File: config.mk
export PLATFORM = sky130hd
export DESIGN_NAME = mwd_window
export DESIGN_NICKNAME = d
export VERILOG_FILES = /design/src/mwd_window.v
export VERILOG_INCLUDE_DIRS = /design/src
export SDC_FILE = /design/constraint.sdc
export NUM_CORES = 1
export LEC_CHECK = 0
export ABC_AREA = 1
export BUFFER_PORTS_ARGS = -buffer_cell sky130_fd_sc_hd__buf_2
export CORE_ASPECT_RATIO = 1.4
export CORE_UTILIZATION = 50
export DETAILED_ROUTE_END_ITERATION = 8
export GPL_ROUTABILITY_DRIVEN = 0
export PLACE_DENSITY = 0.68
export REMOVE_ABC_BUFFERS = 1
export SLEW_MARGIN = 5
export SYNTH_ARGS = -nofsm -noshare
export SYNTH_HDL_FRONTEND = slang
export SYNTH_SLANG_ARGS = --single-unit
File: constraint.sdc
create_clock -name clock -period 3.65 [get_ports clock]
set_input_delay 0.73 -clock clock [delete_from_list [all_inputs] [get_ports clock]]
set_output_delay 0.73 -clock clock [all_outputs]
set_load 0.05 [all_outputs]
File: src/mwd_map.vh
// Configuration offsets, field positions and reset values of the
// memory window decode block. Definitions only.
`ifndef MWD_MAP_VH
`define MWD_MAP_VH

// Configuration byte offsets
`define MWD_OFF_MEM_LOW 8'h20
`define MWD_OFF_MEM_HIGH 8'h22
`define MWD_OFF_PF_LOW 8'h24
`define MWD_OFF_PF_HIGH 8'h26
`define MWD_OFF_PF_LOW_UP 8'h28
`define MWD_OFF_PF_HIGH_UP 8'h2c

// Field positions inside the 16-bit window registers
`define MWD_FIELD_MSB 15
`define MWD_FIELD_LSB 4
`define MWD_FLAG_MSB 3
`define MWD_FLAG_LSB 0

// Reset values
`define MWD_RST_MEM 12'h000
`define MWD_RST_PF 12'h000
`define MWD_RST_UP 32'h0000_0000

// Read-only low nibbles
`define MWD_MEM_FLAG 4'h0
`define MWD_WIDE_FLAG 4'h1

// Implied low address bits of base and limit
`define MWD_LOW_ZEROS 20'h00000
`define MWD_LOW_ONES 20'hfffff

`endif

File: src/mwd_window.v
// Memory window decode: four 16-bit window registers plus the two
// upper 32-bit prefetchable registers, and the forward decision.
// Assumes a simple configuration port with byte enables from the
// owning header logic; accesses are one aligned dword at a time.
//
// Behaviour
// Memory base field gives address 31:20; low 20 bits are zero.
// Memory limit field gives address 31:20; low 20 bits are ones.
// Memory base and limit bits 3:0 read zero and ignore writes.
// Forward memory transactions downstream when address lies in window.
// Prefetch base field gives address 31:20; low 20 bits are zero.
// Prefetch limit field gives address 31:20; low 20 bits are ones.
// Prefetch base bits 63:32 come from upper register at 28h.
// Prefetch limit bits 63:32 come from upper register at 2Ch.
// Prefetch base and limit bits 3:0 read 1, marking 64-bit support.
// Windows decide whether a transaction crosses between interfaces.
// Base above limit disables window; prefetch compares full 64 bits.
`timescale 1ns/10ps
`include "mwd_map.vh"

module mwd_window (
  // Clock and reset
  input wire clock,
  input wire reset_n,
  // Configuration port
  input wire cfg_wr,
  input wire cfg_rd,
  input wire [7:0] cfg_addr,
  input wire [3:0] cfg_be,
  input wire [31:0] cfg_wdata,
  output reg [31:0] cfg_rdata,
  output reg cfg_hit,
  // Transaction address check
  input wire txn_valid,
  input wire [63:0] txn_addr,
  input wire txn_from_upstream,
  output reg fwd_valid,
  output reg fwd_hit,
  output reg fwd_cross
);

  reg [11:0] memory_window_start_field_reg;
  reg [11:0] memory_window_end_field_reg;
  reg [11:0] prefetch_window_start_field_reg;
  reg [11:0] prefetch_window_end_field_reg;
  reg [31:0] pf_low_up_reg;
  reg [31:0] pf_high_up_reg;

  wire [7:0] dw_addr;
  wire sel_mem;
  wire sel_pf;
  wire sel_low_up;
  wire sel_high_up;
  wire [31:0] mem_base;
  wire [31:0] mem_limit;
  wire [63:0] pf_base;
  wire [63:0] pf_limit;
  wire mem_en;
  wire pf_en;
  wire in_mem;
  wire in_pf;
  wire in_any;
  wire [3:0] mem_lane_we;
  wire [3:0] pf_lane_we;
  wire [3:0] low_up_lane_we;
  wire [3:0] high_up_lane_we;

  assign dw_addr = {cfg_addr[7:2], 2'b00};
  assign sel_mem = (dw_addr == `MWD_OFF_MEM_LOW);
  assign sel_pf = (dw_addr == `MWD_OFF_PF_LOW);
  assign sel_low_up = (dw_addr == `MWD_OFF_PF_LOW_UP);
  assign sel_high_up = (dw_addr == `MWD_OFF_PF_HIGH_UP);

  // Window bounds; low bits implied, never stored
  assign mem_base = {memory_window_start_field_reg, `MWD_LOW_ZEROS};
  assign mem_limit = {memory_window_end_field_reg, `MWD_LOW_ONES};
  assign pf_base = {pf_low_up_reg, prefetch_window_start_field_reg,
    `MWD_LOW_ZEROS};
  assign pf_limit = {pf_high_up_reg, prefetch_window_end_field_reg,
    `MWD_LOW_ONES};

  // Base above limit disables; reset leaves both windows 1 MB at zero
  assign mem_en = (mem_base <= mem_limit);
  assign pf_en = (pf_base <= pf_limit);
  assign in_mem = mem_en && (txn_addr[63:32] == 32'h0000_0000) &&
    (txn_addr[31:0] >= mem_base) && (txn_addr[31:0] <= mem_limit);
  assign in_pf = pf_en && (txn_addr >= pf_base) &&
    (txn_addr <= pf_limit);
  assign in_any = in_mem || in_pf;

  // Per-lane write enables; lanes of one dword are independent
  assign mem_lane_we = {4{cfg_wr && sel_mem}} & cfg_be;
  assign pf_lane_we = {4{cfg_wr && sel_pf}} & cfg_be;
  assign low_up_lane_we = {4{cfg_wr && sel_low_up}} & cfg_be;
  assign high_up_lane_we = {4{cfg_wr && sel_high_up}} & cfg_be;

  // Memory window fields; low nibbles not stored, so writes drop them
  always @(posedge clock or negedge reset_n)
  begin
    if (!reset_n)
    begin
      memory_window_start_field_reg <= `MWD_RST_MEM;
      memory_window_end_field_reg <= `MWD_RST_MEM;
    end
    else
    begin
      if (mem_lane_we[0])
        memory_window_start_field_reg[3:0] <= cfg_wdata[7:4];
      if (mem_lane_we[1])
        memory_window_start_field_reg[11:4] <= cfg_wdata[15:8];
      if (mem_lane_we[2])
        memory_window_end_field_reg[3:0] <= cfg_wdata[23:20];
      if (mem_lane_we[3])
        memory_window_end_field_reg[11:4] <= cfg_wdata[31:24];
    end
  end

  // Prefetch window fields; wide flag nibbles are constants
  always @(posedge clock or negedge reset_n)
  begin
    if (!reset_n)
    begin
      prefetch_window_start_field_reg <= `MWD_RST_PF;
      prefetch_window_end_field_reg <= `MWD_RST_PF;
    end
    else
    begin
      if (pf_lane_we[0])
        prefetch_window_start_field_reg[3:0] <= cfg_wdata[7:4];
      if (pf_lane_we[1])
        prefetch_window_start_field_reg[11:4] <= cfg_wdata[15:8];
      if (pf_lane_we[2])
        prefetch_window_end_field_reg[3:0] <= cfg_wdata[23:20];
      if (pf_lane_we[3])
        prefetch_window_end_field_reg[11:4] <= cfg_wdata[31:24];
    end
  end

  // Upper prefetch base, all 32 bits writable
  always @(posedge clock or negedge reset_n)
  begin
    if (!reset_n)
      pf_low_up_reg <= `MWD_RST_UP;
    else
    begin
      if (low_up_lane_we[0])
        pf_low_up_reg[7:0] <= cfg_wdata[7:0];
      if (low_up_lane_we[1])
        pf_low_up_reg[15:8] <= cfg_wdata[15:8];
      if (low_up_lane_we[2])
        pf_low_up_reg[23:16] <= cfg_wdata[23:16];
      if (low_up_lane_we[3])
        pf_low_up_reg[31:24] <= cfg_wdata[31:24];
    end
  end

  // Upper prefetch limit, all 32 bits writable
  always @(posedge clock or negedge reset_n)
  begin
    if (!reset_n)
      pf_high_up_reg <= `MWD_RST_UP;
    else
    begin
      if (high_up_lane_we[0])
        pf_high_up_reg[7:0] <= cfg_wdata[7:0];
      if (high_up_lane_we[1])
        pf_high_up_reg[15:8] <= cfg_wdata[15:8];
      if (high_up_lane_we[2])
        pf_high_up_reg[23:16] <= cfg_wdata[23:16];
      if (high_up_lane_we[3])
        pf_high_up_reg[31:24] <= cfg_wdata[31:24];
    end
  end

  // Read data registered one cycle after the read strobe
  always @(posedge clock or negedge reset_n)
  begin
    if (!reset_n)
    begin
      cfg_rdata <= 32'h0000_0000;
      cfg_hit <= 1'b0;
    end
    else
    begin
      cfg_hit <= cfg_rd &&
        (sel_mem || sel_pf || sel_low_up || sel_high_up);
      if (!cfg_rd)
        cfg_rdata <= 32'h0000_0000;
      else if (sel_mem)
        cfg_rdata <= {memory_window_end_field_reg, `MWD_MEM_FLAG,
          memory_window_start_field_reg, `MWD_MEM_FLAG};
      else if (sel_pf)
        cfg_rdata <= {prefetch_window_end_field_reg, `MWD_WIDE_FLAG,
          prefetch_window_start_field_reg, `MWD_WIDE_FLAG};
      else if (sel_low_up)
        cfg_rdata <= pf_low_up_reg;
      else if (sel_high_up)
        cfg_rdata <= pf_high_up_reg;
      else
        cfg_rdata <= 32'h0000_0000;
    end
  end

  // Forward decision, one cycle after the address is offered.
  // Upstream traffic crosses when inside a window; downstream traffic
  // crosses when outside all windows (positive decode upstream, inverse decode downstream).
  always @(posedge clock or negedge reset_n)
  begin
    if (!reset_n)
    begin
      fwd_valid <= 1'b0;
      fwd_hit <= 1'b0;
      fwd_cross <= 1'b0;
    end
    else
    begin
      fwd_valid <= txn_valid;
      fwd_hit <= txn_valid && in_any;
      fwd_cross <= txn_valid &&
        (txn_from_upstream ? in_any : !in_any);
    end
  end

endmodule

==> results of run 1 <==
-- cell type report --
cell class / count / area share
Antenna cell: 2 / 0.000407
Clock buffer: 20 / 0.0371
Clock inverter: 10 / 0.0108
Inverter: 231 / 0.0709
Multi-Input combinational cell: 943 / 0.490
Sequential cell: 148 / 0.301
Tap cell: 260 / 0.0264
Timing Repair Buffer: 150 / 0.0631
-- worst max-delay path: cells and delay by family, from the launching register on --
| family | cells | cell delay [ns] |
|---|---|---|
| buffers and inverters | 1 | 0.08 |
| adders and majority gates | 1 | 0.33 |
| and+or+nand+nor | 11 | 1.50 |
| DFF | 1 | 0.35 |
-- stage by stage --
stage	hold slack, ns	std cells	util
after floorplan	0.434	1322	-
after global placement	0.464	1732	0.554
after detailed placement	0.468	1732	0.554
after CTS	0.233	1762	0.582
after global routing	0.259	1764	0.583
final	0.223	1764	0.583
-- kinds of logic after synthesis --
| logic type | share of synthesized area |
|---|---|
| compound gates | 0.170 |
| fa+ha+maj | 0.193 |
| buf+inv | 0.0960 |
| flops | 0.344 |
| simple gates | 0.197 |
-- where the power goes --
group / internal [mW] / switching, mW / leakage [nW] / total, mW
Sequential: 1.75 / 0.0956 / 2.02 / 1.84
Clock: 1.10 / 0.686 / 0.284 / 1.78
Combinational: 0.413 / 0.690 / 4.20 / 1.10
-- cell usage after synthesis (3+ instances only) --
| cell type | instances | area share |
|---|---|---|
| nor4_1 | 3 | 0.0017 |
| o221ai_1 | 23 | 0.019 |
| a21o_1 | 7 | 0.0049 |
| inv_2 | 4 | 0.0014 |
| dfrtp_1 | 148 | 0.34 |
| ha_1 | 166 | 0.19 |
| o211ai_1 | 23 | 0.016 |
| nand3_1 | 30 | 0.014 |
| nand4_1 | 21 | 0.012 |
| a21oi_1 | 72 | 0.033 |
| o21ai_0 | 67 | 0.031 |
| buf_6 | 8 | 0.0084 |
| nor2_2 | 4 | 0.0023 |
| nand2_1 | 323 | 0.11 |
| clkbuf_1 | 10 | 0.0035 |
| nor2_1 | 91 | 0.032 |
| buf_2 | 7 | 0.0033 |
| o21a_1 | 4 | 0.0028 |
| nor3_1 | 5 | 0.0023 |
| o21ai_2 | 62 | 0.050 |
| nor2_8 | 4 | 0.0074 |
| nand2_4 | 8 | 0.0084 |
| inv_1 | 224 | 0.078 |
| o21ai_1 | 18 | 0.0084 |
-- final timing paths --
path / slack, ns / to / depth (start not counted)
worst min register to register: 0.48 / pf_high_up_reg[25] / 2
min in group clock: 0.43 / fwd_valid / 1
worst max-delay path: 1.27 / fwd_cross / 13
worst max register to register: 1.27 / fwd_cross / 13
max in group asynchronous: 2.64 / memory_window_end_field_reg[4] / 2
worst min-delay path: 0.22 / pf_high_up_reg[4] / 1
-- layout by cell type, fill, tap and decap left out, types with 30 or more instances in the layout --
cell,count
a21oi_1,72
buf_2,146
dfrtp_1,148
ha_1,166
inv_1,224
nand2_1,323
nand3_1,30
nor2_1,91
o21ai_0,67
o21ai_2,62
-- routing by layer --
metal,part of all wire,up-vias
met5,0,-
met4,0.047,0
met3,0.043,70
met2,0.50,253
met1,0.41,4374
li1,-,4735
==> PnR_summary.wiki, run 1 <==
{| class="wikitable"
! Metric !! Value
|-
| Maximum achievable frequency || 420 MHz
|-
| Final routed wirelength across all metal layers || 29.3 mm
|-
| Total power || 4.73 mW
|-
| Clock-pin transition on the worst setup and hold timing paths || 0.06 ns
|-
| CP max stage delay || 0.55 ns
|-
| Number of global-route vias before repair || 9,060
|-
| Number of slew-limit violations in the final report || 0
|-
| Slew margin rel. || 0.549
|-
| Count of instances resized after the clock tree is built || 0
|-
| Minimum clock period after layout || 2.38 ns
|-
| Crit path max fanout || 3
|-
| Slew at the pin closest to its max-slew limit || 0.672 ns
|-
| Number of hold buffers added after CTS || 0
|-
| First DRT Iteration DRCs || 514
|-
| Met2 track demand over resource in global routing || 0.485
|-
| Post-CTS repair timing setup buffer count || 0
|-
| Reg2Reg Launch Point || pf_high_up_reg[11]
|-
| Total die area || 22,100 um^2
|-
| GRT Total Usage || 0.275
|-
| # nets final || 1,771
|-
| Type of origin of the critical path || flop
|-
| Power density over the cells || 384 nW/um^2
|-
| Final non-filler cell area || 12,300 um^2
|-
| Crit-path cells || inv_1 -> ha_1 -> nand4_1 -> nor3_1 -> nand2_1 -> nand2_1 -> nand2_1 -> nand2_1 -> nor2_1 -> nand3_1 -> nand3_1 -> nand2_1 -> nor2_1
|-
| Detailed-routing iteration count for the pre-antenna-repair pass || 5
|-
| Critical path required time || 3.98 ns
|-
| Sequential cell area || 3700 um^2
|-
| Most used routing layer in global routing || met2
|-
| Buffers added on ports || 147
|-
| Gate Count Post-Synth || 1,347
|-
| Largest buffer count on any clock path || 2
|-
| Dpl hpwl || 23.3 mm
|-
| Netlist cell types || 35
|-
| Final Hold Fails || 0
|-
| Met1 Resource Use GR || 0.320
|-
| Number of top-level design ports || 150
|-
| Global routing usage on met3 || 0.0405
|-
| Total of flip-flops plus latches after synthesis || 148
|-
| Fin Setup TNS || 0 ns
|-
| Maximum number of pins on one net before global-route repair || 76
|-
| Chip Height || 176 um
|-
| Average wire per cell in the routed design || 16.6 um
|-
| Number of antenna violations at the first check in global routing || 2
|-
| Initial core utilization || 0.510
|-
| Proportion of layout cells with a drive suffix above 1 || 0.179
|-
| YS warnings || 0
|-
| Asr flop ratio synth || 1.00
|-
| Antenna-violating nets left || 0
|-
| Total number of H-tree levels || 4
|-
| Clock tree skew after final layout || 0.00687 ns
|-
| Reported max-cap violation count || 0
|-
| Type of element capturing the critical path || flop
|-
| Kind of critical path || flop to flop
|-
| Worst min path class || primary input to async pin
|-
| Avg Inst Size Synth || 8.00 um^2
|-
| Worst supply voltage drop on vdd || 0.000330 V
|-
| Sequential fraction of the synthesis area || 0.344
|-
| Signal arrival time at the worst endpoint || 2.71 ns
|-
| Clock tree from TritonCTS || yes
|-
| Global-route wire length before repair || 46.4 mm
|-
| Overflow after GRT || 0
|-
| Flip-flop cell with the highest count after synthesis || dfrtp_1
|-
| # fillers || 1,950
|-
| Number of placement rows || 63
|-
| Area of the core region || 21,100 um^2
|-
| Max stage delay cell, worst path || nor3_1
|-
| Area taken by multi-input logic gates || 6040 um^2
|-
| Leak || 6.51 nW
|-
| Tcrit/Tclk final || 0.653
|-
| Status || complete, no violations
|-
| Synthesis-to-finish area growth || 14.2%
|-
| RSZ-0062 raised after global routing || no
|-
| Total number of vias || 9,432
|-
| Post-detailed-route via-to-cell ratio || 5.35
|-
| Clock tree root buffer cell || clkbuf_16
|-
| Die Wd || 126 um
|-
| Number of synthesized flops with an enable pin || 0
|-
| Final critical-path setup slack || 1.27 ns
|-
| Count of clock tree sinks || 148
|-
| Inserted Clock Buffers || 17
|-
| Clk_lat worst skew || 0.44 ns
|-
| Cell repeated most along the worst path || nand2_1
|-
| Netlist Area Pre-Place || 10,800 um^2
|-
| Number of DRC violations after detailed routing || 0
|-
| Placed cell areas || 11,700 um^2
|-
| CP Launch Point || pf_high_up_reg[11]
|-
| Final setup fails || 0
|-
| Post-placement setup slack || 0.900 ns
|}
Power figures use the tool's default switching activity.
==> run 2, diff against run 1 <==
--- a/config.mk
+++ b/config.mk
@@ -12,7 +12,7 @@
 export CORE_UTILIZATION = 50
 export DETAILED_ROUTE_END_ITERATION = 8
 export GPL_ROUTABILITY_DRIVEN = 0
-export PLACE_DENSITY = 0.68
+export PLACE_DENSITY = 0.71
 export REMOVE_ABC_BUFFERS = 1
 export SLEW_MARGIN = 5
 export SYNTH_ARGS = -nofsm -noshare
==> constraint.sdc (replaced) <==
create_clock -name clock -period 2 [get_ports clock]
set_input_delay 0.4 -clock clock [delete_from_list [all_inputs] [get_ports clock]]
set_output_delay 0.4 -clock clock [all_outputs]
set_load 0.05 [all_outputs]
==> run 2 against run 1 <==
Against the previous run:
- the run now ends with negative setup slack left
- non-clock buffer count is 82 higher
- hold slack worse by 0.12 ns
- setup slack worse by 1.3 ns
- clock skew is 0.00089 ns higher
- die area stayed put
- critical path depth stayed put
- wire length is 5.8% higher
- maximum frequency is 18% higher
- largest cell class unchanged
- largest power group is now clock
==> PnR_summary.wiki, run 2 (same netlist as run 1, synthesis figures left out) <==
{| class="wikitable"
! Metric !! Value
|-
| Number of DRC violations after detailed routing || 0 (unchanged)
|-
| First DRT Iteration DRCs || 648 (was 514)
|-
| Buffers added on ports || 147 (unchanged)
|-
| Number of antenna violations at the first check in global routing || 1 (was 2)
|-
| Number of placement rows || 63 (unchanged)
|-
| Buffer and inverter count on the worst path || 1 (unchanged)
|-
| Final non-filler cell area || 13,200 um^2 (was 12,300 um^2)
|-
| Clock tree from TritonCTS || yes (unchanged)
|-
| Power density over the cells || 707 nW/um^2 (was 384 nW/um^2)
|-
| Total die area || 22,100 um^2 (unchanged)
|-
| Util after Layout || 0.623 (was 0.583)
|-
| Total number of H-tree levels || 4 (unchanged)
|-
| Max stage delay cell, worst path || dfrtp_1 (was nor3_1)
|-
| Placed cell areas || 12,300 um^2 (was 11,700 um^2)
|-
| Largest buffer count on any clock path || 2 (unchanged)
|-
| Final critical-path setup slack || -0.0130 ns (was 1.27 ns)
|-
| Minimum clock period after layout || 2.01 ns (was 2.38 ns)
|-
| Proportion of layout cells with a drive suffix above 1 || 0.244 (was 0.179)
|-
| Critical path required time || 2.33 ns (was 3.98 ns)
|-
| Final Hold Fails || 0 (unchanged)
|-
| RSZ-0062 raised after global routing || yes (was no)
|-
| Clock tree root buffer cell || clkbuf_16 (unchanged)
|-
| Dpl hpwl || 24.6 mm (was 23.3 mm)
|-
| Average wire per cell in the routed design || 16.8 um (was 16.6 um)
|-
| Detailed-routing iteration count for the pre-antenna-repair pass || 5 (unchanged)
|-
| Type of element capturing the critical path || flop (unchanged)
|-
| Overflow after GRT || 0 (unchanged)
|-
| Most frequent standard cell in the layout excluding fill and tap cells || nand2_1 (unchanged)
|-
| Tcrit/Tclk final || 1.01 (was 0.653)
|-
| Clk_lat worst skew || 0.45 ns (was 0.44 ns)
|-
| Final setup fails || 1 (was 0)
|-
| Maximum number of pins on one net before global-route repair || 40 (was 76)
|-
| Share of total power consumed by net switching || 0.305 (was 0.311)
|-
| Maximum achievable frequency || 497 MHz (was 420 MHz)
|-
| Crit path max fanout || 3 (unchanged)
|-
| Sequential share of power || 0.359 (was 0.390)
|-
| Worst min path class || primary input to flop (was primary input to async pin)
|-
| Worst supply voltage drop on vdd || 0.000675 V (was 0.000330 V)
|-
| Reported max-cap violation count || 0 (unchanged)
|-
| Clock tree skew after final layout || 0.00776 ns (was 0.00687 ns)
|-
| Number of top-level design ports || 150 (unchanged)
|-
| Final routed wirelength across all metal layers || 31.0 mm (was 29.3 mm)
|-
| Number of global-route vias before repair || 9,549 (was 9,060)
|-
| Total number of vias || 9,918 (was 9,432)
|-
| GRT Total Usage || 0.289 (was 0.275)
|-
| Final instance count without filler cells || 1,847 (was 1,764)
|-
| Count of clock tree sinks || 148 (unchanged)
|-
| Failing checks || negative setup slack
|-
| # nets final || 1,853 (was 1,771)
|-
| Leak || 6.96 nW (was 6.51 nW)
|-
| Type of origin of the critical path || flop (unchanged)
|-
| Inserted Clock Buffers || 17 (unchanged)
|-
| Slew at the pin closest to its max-slew limit || 0.470 ns (was 0.672 ns)
|-
| Clock group share of total power || 0.388 (was 0.377)
|-
| Number of slew-limit violations in the final report || 0 (unchanged)
|-
| Status || complete, but fails checks (was complete, no violations)
|-
| Cell repeated most along the worst path || nor2_1 (was nand2_1)
|-
| CP max stage delay || 0.34 ns (was 0.55 ns)
|-
| Clock-pin transition on the worst setup and hold timing paths || 0.06 ns (about the same)
|-
| Slew margin rel. || 0.686 (was 0.549)
|-
| Kind of critical path || flop to flop (unchanged)
|-
| Post-placement setup slack || -0.207 ns (was 0.900 ns)
|-
| Synthesis-to-finish area growth || 22.1% (was 14.2%)
|-
| Chip Height || 176 um (unchanged)
|-
| Die Wd || 126 um (unchanged)
|-
| Highest-count cells in the layout ignoring fill and taps || 319 x nand2_1, 219 x inv_1, 164 x ha_1 (was 323 x nand2_1, 224 x inv_1, 166 x ha_1)
|-
| Total placed cells including tap cells || 1,811 (was 1,732)
|-
| Total power || 9.31 mW (was 4.73 mW)
|-
| Crit-path cells || inv_1 -> ha_1 -> nand3_1 -> nor2_1 -> nand2_2 -> nor2_1 -> nand4_1 -> nor2_1 -> nor2_2 -> nand3_2 -> nand3_1 -> nand2_1 -> nor2_1 (was inv_1 -> ha_1 -> nand4_1 -> nor3_1 -> nand2_1 -> nand2_1 -> nand2_1 -> nand2_1 -> nor2_1 -> nand3_1 -> nand3_1 -> nand2_1 -> nor2_1)
|-
| Global-route wire length before repair || 48.4 mm (was 46.4 mm)
|-
| Area of the core region || 21,100 um^2 (unchanged)
|-
| Post-detailed-route via-to-cell ratio || 5.37 (was 5.35)
|-
| CP delay by family, top || simple AND/OR/NAND/NOR gates (unchanged)
|-
| Signal arrival time at the worst endpoint || 2.35 ns (was 2.71 ns)
|-
| Net load switching power || 2.84 mW (was 1.47 mW)
|-
| Cell internal pwr || 6.47 mW (was 3.26 mW)
|-
| Antenna-violating nets left || 0 (unchanged)
|-
| Relative contribution of combinational cells to total power || 0.252 (was 0.233)
|-
| Initial core utilization || 0.510 (unchanged)
|}
-- run 2: final cells by class --
cell class	instances	area, um^2
Antenna cell	1	2.50
Fill cell	1871	7970
Timing Repair Buffer	232	1410
Inverter	231	872
Clock inverter	9	173
Multi-Input combinational cell	943	6190
Sequential cell	148	3700
Clock buffer	23	488
Tap cell	260	325
-- run 2: path summary, 6_finish.rpt --
kind,to,slack [ns],start,depth (start not counted)
min reg2reg,pf_high_up_reg[27],0.48,pf_high_up_reg[27],2
min,fwd_valid,0.10,txn_valid,1
min in group asynchronous,cfg_rdata[5],0.44,reset_n,2
max in group asynchronous,pf_low_up_reg[23],0.95,reset_n,3
max reg2reg,fwd_cross,-0.01,pf_high_up_reg[25],13
max,fwd_cross,-0.01,pf_high_up_reg[25],13
-- run 2: stage by stage --
stage                     hold slack, ns  TNS (ns)
after floorplan                    0.104         0
after global placement             0.348    -0.205
after detailed placement           0.342    -0.373
after CTS                         0.0898         0
after global routing              0.0981    -0.204
final                              0.101   -0.0130
-- run 2: layer usage --
| metal | vias to the layer above | routed length, um | GRT usage |
|---|---|---|---|
| met5 | - | 0 | 0 |
| met4 | 0 | 1340 | 0.155 |
| met3 | 78 | 1400 | 0.0414 |
| met2 | 298 | 16000 | 0.520 |
| met1 | 4652 | 12200 | 0.328 |
| li1 | 4890 | - | - |
-- run 2: power by group through the flow --
stage               registers (mW)  clock network, mW  logic (mW)
detailed placement            3.39                  0        2.22
CTS                           3.34               3.63        2.28
global route                  3.37               3.74        2.66
floorplan                     3.39                  0        1.30
finish                        3.35               3.61        2.35
global placement              3.39                  0        2.13
-- run 2: worst reg2reg max path, cell delays in order, from the launching register on --
cell	delay, ns
dfrtp_1	0.34
inv_1	0.09
ha_1	0.31
nand3_1	0.08
nor2_1	0.18
nand2_2	0.13
nor2_1	0.16
nand4_1	0.10
nor2_1	0.19
nor2_2	0.07
nand3_2	0.09
nand3_1	0.07
nand2_1	0.06
nor2_1	0.03
-- run 2: what timing repair did --
item | in CTS | in global routing
setup buffers | 1 | 1
hold endpoints to repair | 34 | 0
pin swaps | 4 | 6
endpoints found under the setup margin | 2 | 2
resized for setup | 18 | 23
hold buffers | 1 | 0
==> run 3, diff against run 2 <==
--- a/config.mk
+++ b/config.mk
@@ -6,7 +6,6 @@
 export SDC_FILE = /design/constraint.sdc
 export NUM_CORES = 1
 export LEC_CHECK = 0
-export ABC_AREA = 1
 export BUFFER_PORTS_ARGS = -buffer_cell sky130_fd_sc_hd__buf_2
 export CORE_ASPECT_RATIO = 1.4
 export CORE_UTILIZATION = 50
==> run 3 against run 2 <==
Against the previous run:
- largest cell class unchanged
- highest routed layer unchanged
- sequential share of layout area is 1.3 points lower
- maximum frequency down 15%
- clock skew about the same
- power up 6.0%
- synthesized cell count is 24% lower
- final cell count shrank 9.9%
- the flow still finishes with violations (negative setup slack)
- combinational power increased by 25%
==> PnR_summary.wiki, run 3 <==
{| class="wikitable"
! Metric !! Value
|-
| Largest buffer count on any clock path || 2 (unchanged)
|-
| Clock tree root buffer cell || clkbuf_16 (unchanged)
|-
| Chip Height || 169 um (was 176 um)
|-
| Final routed wirelength across all metal layers || 32.7 mm (was 31.0 mm)
|-
| Leak || 6.96 nW (about the same)
|-
| Clock tree from TritonCTS || yes (unchanged)
|-
| Worst hold margin || 0.148 ns (was 0.101 ns)
|-
| Total number of vias || 9,678 (was 9,918)
|-
| # fillers || 1,445 (was 1,871)
|-
| Reported max-cap violation count || 0 (unchanged)
|-
| Post-synthesis mux area share || 0.107 (was 0)
|-
| Number of DRC violations after detailed routing || 0 (unchanged)
|-
| Clock group share of total power || 0.362 (was 0.388)
|-
| Buffers added on ports || 147 (unchanged)
|-
| Cell internal pwr || 6.85 mW (was 6.47 mW)
|-
| Number of top-level design ports || 150 (unchanged)
|-
| # nets final || 1,683 (was 1,853)
|-
| Slew at the pin closest to its max-slew limit || 0.537 ns (was 0.470 ns)
|-
| Flip-flop cell with the highest count after synthesis || dfrtp_1 (unchanged)
|-
| Sequential share of power || 0.342 (was 0.359)
|-
| Number of placement rows || 60 (was 63)
|-
| Maximum achievable frequency || 420 MHz (was 497 MHz)
|-
| Synth top area cells || dfrtp_1 37%, ha_1 21%, mux2_2 9.9%, inv_1 4.4%, nand2_1 3.5% (was dfrtp_1 34%, ha_1 19%, nand2_1 11%, inv_1 7.8%, o21ai_2 5.0%)
|-
| Relative contribution of combinational cells to total power || 0.297 (was 0.252)
|-
| Inserted Clock Buffers || 17 (unchanged)
|-
| Top cell type's share of synthesized area || 0.370 (was 0.344)
|-
| Power density over the cells || 715 nW/um^2 (was 707 nW/um^2)
|-
| Total number of H-tree levels || 4 (unchanged)
|-
| Number of antenna violations at the first check in global routing || 2 (was 1)
|-
| GRT Total Usage || 0.329 (was 0.289)
|-
| First DRT Iteration DRCs || 652 (was 648)
|-
| Failing checks || negative setup slack (unchanged)
|-
| Dpl hpwl || 25.4 mm (was 24.6 mm)
|-
| Share of total power consumed by net switching || 0.306 (was 0.305)
|-
| Crit-path cells || buf_4 -> ha_1 -> a21oi_1 -> o21ai_1 -> a22oi_1 -> o211ai_1 -> a311oi_2 -> a211oi_1 -> nand3b_1 (was inv_1 -> ha_1 -> nand3_1 -> nor2_1 -> nand2_2 -> nor2_1 -> nand4_1 -> nor2_1 -> nor2_2 -> nand3_2 -> nand3_1 -> nand2_1 -> nor2_1)
|-
| Crit path max fanout || 3 (unchanged)
|-
| Largest family of logic cells by synthesized area || adder cells (was simple AND/OR/NAND/NOR gates)
|-
| Gate Count Post-Synth || 1,018 (was 1,347)
|-
| Maximum number of pins on one net before global-route repair || 53 (was 40)
|-
| Worst min path class || primary input to flop (unchanged)
|-
| Detailed-routing iteration count for the pre-antenna-repair pass || 5 (unchanged)
|-
| Total power || 9.87 mW (was 9.31 mW)
|-
| Worst supply voltage drop on vdd || 0.000555 V (was 0.000675 V)
|-
| Total of flip-flops plus latches after synthesis || 148 (unchanged)
|-
| CP delay by family, top || compound AO/OA/AOI/OAI gates (was simple AND/OR/NAND/NOR gates)
|-
| Buffer and inverter count on the worst path || 1 (unchanged)
|-
| Fraction of the mapped netlist area in simple logic gates || 0.121 (was 0.197)
|-
| Global-route wire length before repair || 50.8 mm (was 48.4 mm)
|-
| Total die area || 20,600 um^2 (was 22,100 um^2)
|-
| Proportion of layout cells with a drive suffix above 1 || 0.396 (was 0.244)
|-
| Average wire per cell in the routed design || 19.6 um (was 16.8 um)
|-
| Tcrit/Tclk final || 1.19 (was 1.01)
|-
| Signal arrival time at the worst endpoint || 2.69 ns (was 2.35 ns)
|-
| Minimum clock period after layout || 2.38 ns (was 2.01 ns)
|-
| Net load switching power || 3.02 mW (was 2.84 mW)
|-
| Sequential fraction of the synthesis area || 0.370 (was 0.344)
|-
| Slew margin rel. || 0.641 (was 0.686)
|-
| Most frequent standard cell in the layout excluding fill and tap cells || buf_4 (was nand2_1)
|-
| Number of slew-limit violations in the final report || 0 (unchanged)
|-
| Type of element capturing the critical path || flop (unchanged)
|-
| Kind of critical path || flop to flop (unchanged)
|-
| Clock tree skew after final layout || 0.00738 ns (was 0.00776 ns)
|-
| Critical path required time || 2.31 ns (was 2.33 ns)
|-
| Area of the core region || 19,400 um^2 (was 21,100 um^2)
|-
| Initial core utilization || 0.516 (was 0.510)
|-
| Netlist cell types || 49 (was 35)
|-
| Post-detailed-route via-to-cell ratio || 5.81 (was 5.37)
|-
| Avg Inst Size Synth || 9.82 um^2 (was 8.00 um^2)
|-
| Final Hold Fails || 0 (unchanged)
|-
| Die Wd || 122 um (was 126 um)
|-
| Final critical-path setup slack || -0.381 ns (was -0.0130 ns)
|-
| Asr flop ratio synth || 1.00 (unchanged)
|-
| Fraction of the mapped netlist area in compound gates || 0.140 (was 0.170)
|-
| CP max stage delay || 0.41 ns (was 0.34 ns)
|-
| Synthesis-to-finish area growth || 38.1% (was 22.1%)
|-
| Highest-count cells in the layout ignoring fill and taps || 236 x buf_4, 151 x ha_1, 148 x dfrtp_1 (was 319 x nand2_1, 219 x inv_1, 164 x ha_1)
|-
| RSZ-0062 raised after global routing || yes (unchanged)
|-
| Clock-pin transition on the worst setup and hold timing paths || 0.06 ns (about the same)
|-
| Netlist Area Pre-Place || 10000 um^2 (was 10,800 um^2)
|-
| XOR/XNOR share of the synthesized area || 0 (unchanged)
|-
| YS warnings || 0 (unchanged)
|-
| Type of origin of the critical path || flop (unchanged)
|-
| Library cell with the highest instance count after synthesis || ha_1 (was nand2_1)
|-
| Commonest cells post-synth || 166 x ha_1, 148 x dfrtp_1, 116 x inv_1, 93 x nand2_1, 88 x mux2_2 (was 323 x nand2_1, 224 x inv_1, 166 x ha_1, 148 x dfrtp_1, 91 x nor2_1)
|-
| Antenna-violating nets left || 0 (unchanged)
|-
| Number of synthesized flops with an enable pin || 0 (unchanged)
|-
| Clk_lat worst skew || 0.43 ns (was 0.45 ns)
|-
| Status || complete, but fails checks (unchanged)
|-
| Number of global-route vias before repair || 10,088 (was 9,549)
|-
| Count of clock tree sinks || 148 (unchanged)
|-
| Overflow after GRT || 0 (unchanged)
|-
| Final setup fails || 2 (was 1)
|-
| Arithmetic-cell share of the synthesized area counting full adders, half adders and majority gates || 0.208 (was 0.193)
|-
| Cell accounting for the most synthesized area || dfrtp_1 (unchanged)
|-
| Max stage delay cell, worst path || a311oi_2 (was dfrtp_1)
|}
[run 3: cell count changes after synthesis, sizes merged, moves of 9 or more]
cell / delta
inv: -114
nand4: +19
buf: -10
nor2: -51
nand2: -240
a21o: +14
nor4: +15
nand3: -10
a211oi: +9
clkbuf: +10
mux2: +89
o21ai: -100
[run 3: logic make-up (layout without fill, tap and decap cells)]
kind of cell,after synthesis,count (layout)
AO/OA/AOI/OAI,215,215
adder cells (fa/ha/maj),166,166
buffers and inverters,141,538
flip-flops,148,148
multiplexers,96,96
other,0,2
AND/OR/NAND/NOR,252,252
[run 3: metal layers]
| layer | share of wire | global-route usage | vias up |
|---|---|---|---|
| met4 | 0.075 | 0.250 | 0 |
| li1 | - | - | 4498 |
| met5 | 0 | 0 | - |
| met2 | 0.51 | 0.573 | 378 |
| met1 | 0.37 | 0.356 | 4668 |
| met3 | 0.052 | 0.0487 | 134 |
[run 3: timing repair]
item / 4_1_cts / 5_1_grt
pin swaps: 20 / 17
hold buffers: 1 / 0
gates resized for setup: 34 / 21
setup buffers: 6 / 5
endpoints found under the setup margin: 2 / 2
hold endpoints to repair: 37 / 0
[run 3: worst paths after layout]
check	endpoint	slack, ns	from	depth (start not counted)
min	fwd_valid	0.15	txn_valid	1
max in group asynchronous	prefetch_window_end_field_reg[5]	0.96	reset_n	3
max reg2reg	fwd_cross	-0.38	pf_low_up_reg[19]	9
min in group asynchronous	pf_low_up_reg[14]	0.47	reset_n	2
max	fwd_cross	-0.38	pf_low_up_reg[19]	9
min reg2reg	pf_high_up_reg[0]	0.51	pf_high_up_reg[0]	1
[run 3: power by group through the flow]
stage	sequential [mW]	clock [mW]	combinational [mW]
finish	3.37	3.57	2.93
global placement	3.40	0	2.61
global route	3.39	3.72	3.20
detailed placement	3.41	0	2.70
CTS	3.37	3.58	2.81
floorplan	3.44	0	1.30
[run 3: final cells by class]
type / instances / area [um^2] / share of cell area
Inverter: 116 / 435 / 0.0315
Antenna cell: 2 / 5.00 / 0.000362
Multi-Input combinational cell: 729 / 6040 / 0.438
Clock inverter: 12 / 205 / 0.0149
Tap cell: 248 / 310 / 0.0225
Timing Repair Buffer: 391 / 2660 / 0.193
Clock buffer: 19 / 443 / 0.0321
Sequential cell: 148 / 3700 / 0.268
[run 3: through the flow]
step	TNS, ns	instance area [um^2]	utilization	instances	setup WS (ns)
after floorplan	-0.358	9900	-	993	-0.194
after global placement	-3.53	12800	0.660	1621	-0.741
after detailed placement	-4.09	12800	0.660	1621	-0.767
after CTS	-0.636	13600	0.705	1658	-0.319
after global routing	-0.907	13800	0.713	1665	-0.468
final	-0.740	13800	0.713	1665	-0.381
